$ cat src/include/imc_cfg.svh
// offsets, field positions, reset values and source count for the source mode config block
`ifndef IMC_CFG_SVH
`define IMC_CFG_SVH
`define IMC_REG_ADDR 32'hFFFFE010
`define IMC_REG_RESET 32'h00000000
`define IMC_SRC_STRIDE 8
`define IMC_LVL_LSB 0
`define IMC_DMA_BIT 3
`define IMC_SENS_LSB 4
`define IMC_SENS_RISING 2'h3
`define IMC_NUM_SRC 4
`define IMC_FIRST_SRC 16
`define IMC_UNMAPPED_DATA 32'h00000000
`endif

$ cat src/include/imc_pkg.sv
// types shared by the source mode config block
package imc_pkg;
  typedef logic [2:0] imc_field_t;
  typedef logic [1:0] imc_sens_t;
  typedef enum logic [1:0] {
    IMC_IDLE,
    IMC_ACK
  } imc_bus_e;
  typedef struct packed {
    imc_sens_t sens;
    logic dma_en;
    imc_field_t field;
  } imc_src_s;
endpackage : imc_pkg

$ cat src/hw/imc_src_route.sv
// per-source route: turns one event into an interrupt request or a dma request
`timescale 1ns/1ps
`default_nettype none
module imc_src_route (
  input wire logic core_clk,
  input wire logic rst,
  input wire logic event_in,
  input wire logic dma_en,
  input wire logic [2:0] field,
  output logic int_req,
  output logic [2:0] int_level,
  output logic dma_req,
  output logic [2:0] dma_chan
);
  logic prev_ev; // last event level for edge detection
  logic next_prev_ev;
  logic next_int_req;
  logic next_dma_req;
  logic [2:0] next_int_level;
  logic [2:0] next_dma_chan;
  logic rise;

  //////////////////////////////////////////////////////////////////////
  // rising-edge sensing; only rising edge is a legal sensitivity
  always_comb begin
    rise = event_in & ~prev_ev;
    next_prev_ev = event_in;
    // dma mode: field is a channel number 0..7, no interrupt
    next_dma_req = rise & dma_en;
    next_dma_chan = dma_en ? field : 3'h0;
    // interrupt mode: field is priority, zero disables
    next_int_req = rise & ~dma_en & (field != 3'h0);
    next_int_level = dma_en ? 3'h0 : field;
  end

  // registered outputs
  always_ff @(posedge core_clk or posedge rst) begin
    if (rst) begin
      prev_ev <= 1'b0;
      int_req <= 1'b0;
      dma_req <= 1'b0;
      int_level <= 3'h0;
      dma_chan <= 3'h0;
    end else begin
      prev_ev <= next_prev_ev;
      int_req <= next_int_req;
      dma_req <= next_dma_req;
      int_level <= next_int_level;
      dma_chan <= next_dma_chan;
    end
  end
endmodule : imc_src_route
`default_nettype wire

$ cat src/hw/imc_avmm_slave.sv
// avalon-mm slave front end, one wait cycle per access
`timescale 1ns/1ps
`default_nettype none
module imc_avmm_slave (
  input wire logic core_clk,
  input wire logic rst,
  input wire logic read,
  input wire logic write,
  output logic waitrequest,
  output logic acc_go
);
  imc_pkg::imc_bus_e state; // access phase
  imc_pkg::imc_bus_e next_state;

  //////////////////////////////////////////////////////////////////////
  // first request cycle waits, second completes; keeps timing simple
  always_comb begin
    next_state = state;
    case (state)
      imc_pkg::IMC_IDLE: begin
        if (read | write) begin
          next_state = imc_pkg::IMC_ACK;
        end
      end
      imc_pkg::IMC_ACK: begin
        next_state = imc_pkg::IMC_IDLE;
      end
      default: begin
        next_state = imc_pkg::IMC_IDLE;
      end
    endcase
  end

  always_ff @(posedge core_clk or posedge rst) begin
    if (rst) begin
      state <= imc_pkg::IMC_IDLE;
    end else begin
      state <= next_state;
    end
  end

  // waitrequest low only in the completing cycle
  assign acc_go = (state == imc_pkg::IMC_ACK) & (read | write);
  assign waitrequest = ~acc_go;
endmodule : imc_avmm_slave
`default_nettype wire

$ cat src/hw/imc_mode_config.sv
// mode configuration register for interrupt sources 16 to 19 with routing
//
// Local design decision: the Avalon-MM interface to the registers.
`include "imc_cfg.svh"
`timescale 1ns/1ps
`default_nettype none
// Function
// - dma bit clear: field is priority level
// - zero disables; 1..7 are levels directly
// - dma bit set: field selects dma channel
// - codes 0..3 select dma channels 0..3
// - dma bit picks interrupt or dma trigger
// - codes 4..7 select dma channels 4..7
module imc_mode_config #(
  parameter int NUM_SRC = `IMC_NUM_SRC
) (
  input wire logic core_clk,
  input wire logic rst,
  input wire logic [31:0] address,
  input wire logic read,
  input wire logic write,
  input wire logic [3:0] byteenable,
  input wire logic [31:0] writedata,
  output logic [31:0] readdata,
  output logic waitrequest,
  input wire logic serial0_receive_event,
  input wire logic serial0_transmit_event,
  input wire logic serial1_receive_event,
  input wire logic serial1_transmit_event,
  output logic [NUM_SRC-1:0] int_req,
  output logic [3*NUM_SRC-1:0] int_level,
  output logic [NUM_SRC-1:0] dma_req,
  output logic [3*NUM_SRC-1:0] dma_chan,
  output logic sens_violation
);
  logic [31:0] int_mode_config_sources_16_19; // the config word
  logic [31:0] next_cfg;
  logic [31:0] next_readdata;
  logic next_violation;
  logic acc_go; // bus access completes this cycle
  logic hit; // address matches the register
  logic [NUM_SRC-1:0] events;

  //////////////////////////////////////////////////////////////////////
  // field extraction helper, used for every source, and the byte-enable write merge
  function automatic imc_pkg::imc_src_s imc_src_of(input logic [31:0] w, input int i);
    imc_pkg::imc_src_s s;
    s = imc_pkg::imc_src_s'(w[i*`IMC_SRC_STRIDE +: 6]);
    return s;
  endfunction : imc_src_of

  function automatic logic [31:0] imc_merge(input logic [31:0] old, input logic [31:0] wd,
                                            input logic [3:0] be);
    logic [31:0] r;
    r = old;
    for (int b = 0; b < 4; b++) begin
      if (be[b]) begin
        r[b*8 +: 8] = wd[b*8 +: 8];
      end
    end
    // bits 6,7 of each byte are reserved and read zero
    return r & 32'h3F3F3F3F;
  endfunction : imc_merge

  //////////////////////////////////////////////////////////////////////
  // bus front end
  imc_avmm_slave u_bus (
    .core_clk(core_clk),
    .rst(rst),
    .read(read),
    .write(write),
    .waitrequest(waitrequest),
    .acc_go(acc_go)
  );

  assign hit = (address == `IMC_REG_ADDR);

  // register update and read data
  always_comb begin
    next_cfg = int_mode_config_sources_16_19;
    next_readdata = readdata;
    next_violation = sens_violation;
    if (acc_go & write & hit) begin
      next_cfg = imc_merge(int_mode_config_sources_16_19, writedata, byteenable);
      // flag any source left at a non-rising code; device still stores it
      next_violation = 1'b0;
      for (int i = 0; i < NUM_SRC; i++) begin
        if (imc_src_of(next_cfg, i).sens != `IMC_SENS_RISING) begin
          next_violation = 1'b1;
        end
      end
    end
    if (read & ~acc_go) begin
      // load in the wait cycle so the data stand at the completing edge
      // unmapped reads return zero, writes there are dropped
      next_readdata = hit ? int_mode_config_sources_16_19 : `IMC_UNMAPPED_DATA;
    end
  end

  always_ff @(posedge core_clk or posedge rst) begin
    if (rst) begin
      int_mode_config_sources_16_19 <= `IMC_REG_RESET;
      readdata <= 32'h00000000;
      sens_violation <= 1'b0;
    end else begin
      int_mode_config_sources_16_19 <= next_cfg;
      readdata <= next_readdata;
      sens_violation <= next_violation;
    end
  end

  //////////////////////////////////////////////////////////////////////
  // source routing: source 16+i, events in number order
  assign events = {serial1_transmit_event, serial1_receive_event,
                   serial0_transmit_event, serial0_receive_event};

  for (genvar g = 0; g < NUM_SRC; g++) begin : g_src
    imc_pkg::imc_src_s s;
    assign s = imc_src_of(int_mode_config_sources_16_19, g);
    // mode split lives in the route cell
    imc_src_route u_route (
      .core_clk(core_clk),
      .rst(rst),
      .event_in(events[g]),
      .dma_en(s.dma_en),
      .field(s.field),
      .int_req(int_req[g]),
      .int_level(int_level[g*3 +: 3]),
      .dma_req(dma_req[g]),
      .dma_chan(dma_chan[g*3 +: 3])
    );
  end
endmodule : imc_mode_config
`default_nettype wire

$ cat config.mk
export PLATFORM = sky130hd
export DESIGN_NAME = imc_mode_config
export DESIGN_NICKNAME = d
export VERILOG_FILES = /design/src/include/imc_pkg.sv /design/src/hw/imc_src_route.sv /design/src/hw/imc_avmm_slave.sv /design/src/hw/imc_mode_config.sv
export VERILOG_INCLUDE_DIRS = /design/src /design/src/include
export SDC_FILE = /design/constraint.sdc
export NUM_CORES = 1
export LEC_CHECK = 0
export BUFFER_PORTS_ARGS = -buffer_cell sky130_fd_sc_hd__buf_2
export CORE_MARGIN = 3
export CORE_UTILIZATION = 47
export DETAILED_ROUTE_END_ITERATION = 10
export GPL_TIMING_DRIVEN = 0
export PLACE_DENSITY = 0.78
export SLEW_MARGIN = 20
export SYNTH_ARGS = -nofsm -noshare
export SYNTH_HDL_FRONTEND = slang
export SYNTH_SLANG_ARGS = --single-unit
$ cat constraint.sdc
create_clock -name core_clk -period 2.6 [get_ports core_clk]
set_input_delay 0 -clock core_clk [delete_from_list [all_inputs] [get_ports core_clk]]
set_output_delay 0 -clock core_clk [all_outputs]
set_load 0.1 [all_outputs]
==> impl_metrics.toml <==
[run_status]
status = "finished, final reports clean"

[global_routing]
grt_pass1_wl_um = 12600
antenna_found_initial = 0
grt_pass1_vias = 2701
grt_max_degree = 47
grt_overflow = 0
grt_usage = 0.195

[clock_tree]
cts_resized = 0
postCtsSetupRepairBufs = 0
cts_tree = "built"
holdBufCountCts = 31
htreeDepth = 3
clk_latency_ns = 0.34
clk_pin_slew_ns = 0.08
cts_buffers = 9
clock_sinks = 86
cts.path.max_buffers = 2
clock-root-buffer = "clkbuf_8"

[yosys]
synth_area_leader_cell = "dfrtp_1"
synthArstFlopShare = 1.00
ys_warn_count = 0
ys_seq_area_frac = 0.637
synth_edf_count = 0
ys_ff_latch = 86
yosysMostFrequentCell = "dfrtp_1"
synthCells = 280
synthTopCellsByArea = "dfrtp_1, mux2_2, nand2_1, o21ai_0, buf_4"
netlist_area_um2 = 3380
syn_area_per_cell_um2 = 12.1
synth_top_area_frac = 0.637
synthDistinctLibCells = 23
synth_common_cells = "dfrtp_1, nand2_1, o21ai_0"
synthFlopType = "dfrtp_1"

[final_layout]
seq_area_um2 = 2150
areaGrowthSynthToFinish_pct = 38.9
nFillCells = 538
multiInputGateArea_um2 = 1090
drive_above_1_share = 0.400
fin_nets = 531
stdcell_area_um2 = 4690
n_antenna_cell = 0

[timing]
holdWs_ns = 0.0747
tightest_slew_ns = 0.541
maxSlewHeadroom = 0.639
finalHoldViolCount = 0
setup_viol_count_final = 0
period_share = 0.605
slew_violations = 0
rsz0062_at_grt = "false"
skew_ns = 0.00749
fin_tns_setup_ns = 0
period_needed_ns = 1.57
max_freq_mhz = 635

[floorplanning]
core_um2 = 6870
die_w_um = 90.8
die_h_um = 90.8
row_count = 30
io_pins = 142
dieArea_um2 = 8240
initial_core_util = 0.492

[power]
power_density_nw_per_um2 = 538
peakVddDrop_mv = 0.285
leakagePower_uw = 0.00255

[critical_path]
cp_max_fo = 10
crit_type = "register to register"
setup.worst_path.start_class = "register"
required_ns = 2.86
arrival_ns = 1.83
end_kind = "register"

[placed_design]
routabilityCongestion = 0.789
portBuffers = 125
dpl.hpwl_um = 5460
placed_cell_area_um2 = 4180

[drt]
wl_um = 7650
drtIter0Drc = 36
firstDrtPassIters = 4
routedWlPerCell_um = 13.8
drc = 0
dr_total_vias = 2653
vias_per_cell = 4.77
ant_nets = 0

[min_path]
hold_path_class = "primary input to register"

[run]
cap_violations = 0
-- kinds of logic (layout without fill, tap and decap cells) --
group           after synthesis  in the layout  synth area share
simple gates                110            110             0.175
flops                        86             86             0.637
mux                          31             31             0.101
compound gates               26             26            0.0385
buf+inv                      26            199            0.0470
other cells                   1              8           0.00111
-- through the flow --
step           std cells  total power (uW)  utilization  setup slack [ns]
3_3_place_gp         508              1570        0.604            -0.445
4_1_cts              556              2540        0.683             0.993
2_1_floorplan        287              1490            -             0.378
6_report             556              2520        0.683              1.03
3_5_place_dp         509              1580        0.609             0.901
5_1_grt              556              2610        0.683             0.829
-- registers in the layout, indices dropped and copies added (netlist names) --
register	flops
int_mode_config_sources_16_19	24
g_src.u_route.dma_chan	12
sens_violation	1
u_bus.state	1
g_src.u_route.prev_ev	4
g_src.u_route.int_req	4
g_src.u_route.dma_req	4
g_src.u_route.int_level	12
readdata	24
-- final timing paths --
path,startpoint,end,slack (ns),cells past startpoint
worst max-delay path,u_bus.state[0]$_DFFE_PP0P_,readdata[24]$_DFFE_PP0P_,1.03,5
worst min-delay path,byteenable[1],sens_violation$_DFFE_PP0P_,0.07,4
worst max register to register,u_bus.state[0]$_DFFE_PP0P_,readdata[24]$_DFFE_PP0P_,1.03,5
worst min register to register,g_src[0].u_route.prev_ev$_DFF_PP0_,g_src[0].u_route.int_req$_DFF_PP0_,0.43,1
max in group asynchronous,rst,int_mode_config_sources_16_19[26]$_DFFE_PP0P_,1.75,4
min in group asynchronous,rst,g_src[0].u_route.int_level[2]$_DFF_PP0_,0.26,3
-- power by group --
part / switching (uW) / leakage [uW] / internal (uW)
clock: 442 / 0.0000996 / 496
combinational: 148 / 0.00126 / 93.3
sequential: 3.27 / 0.00119 / 1340
total: 594 / 0.00255 / 1930
-- worst max-delay path, stage by stage (launching register included) --
cell and delay, ns:
dfrtp_1 0.41, nor2b_1 0.11, clkbuf_1 0.24, clkbuf_1 0.42
nand2_1 0.13, o21ai_0 0.17
-- layout make-up --
type	instances	share of cell area
tap	96	0.0256
clock inverter	3	0.00906
multi-input combinational	175	0.233
clock buffer	13	0.0339
buffer	25	0.0331
timing repair buffer	157	0.205
inverter	1	0.00133
sequential	86	0.459
-- cells in the final DEF (no fill, tap or decap) --
cell type,n
bufinv_16,1
nor4_4,1
clkinvlp_4,1
conb_1,8
nor4bb_1,1
nor4_1,2
nand3_1,3
nor4b_1,6
nor2_1,3
nand2_1,50
nand2b_1,1
nand4_1,8
buf_2,126
nor2b_1,13
and3b_1,4
nor3_1,4
o21ai_0,26
and2_1,13
clkbuf_8,11
and4_1,1
buf_4,16
mux2i_1,6
mux2_2,25
inv_4,1
clkbuf_1,10
clkinv_2,1
buf_16,1
dlygate4sd3_1,31
dfrtp_1,86
-- routing by layer --
| metal | up-vias | wire [um] | track usage |
|---|---|---|---|
| met5 | - | 0 | 0 |
| met4 | 0 | 239 | 0.0955 |
| met3 | 19 | 446 | 0.0375 |
| met2 | 101 | 3810 | 0.338 |
| met1 | 1254 | 3160 | 0.233 |
| li1 | 1279 | - | - |
(Power assumes the default switching activity.)
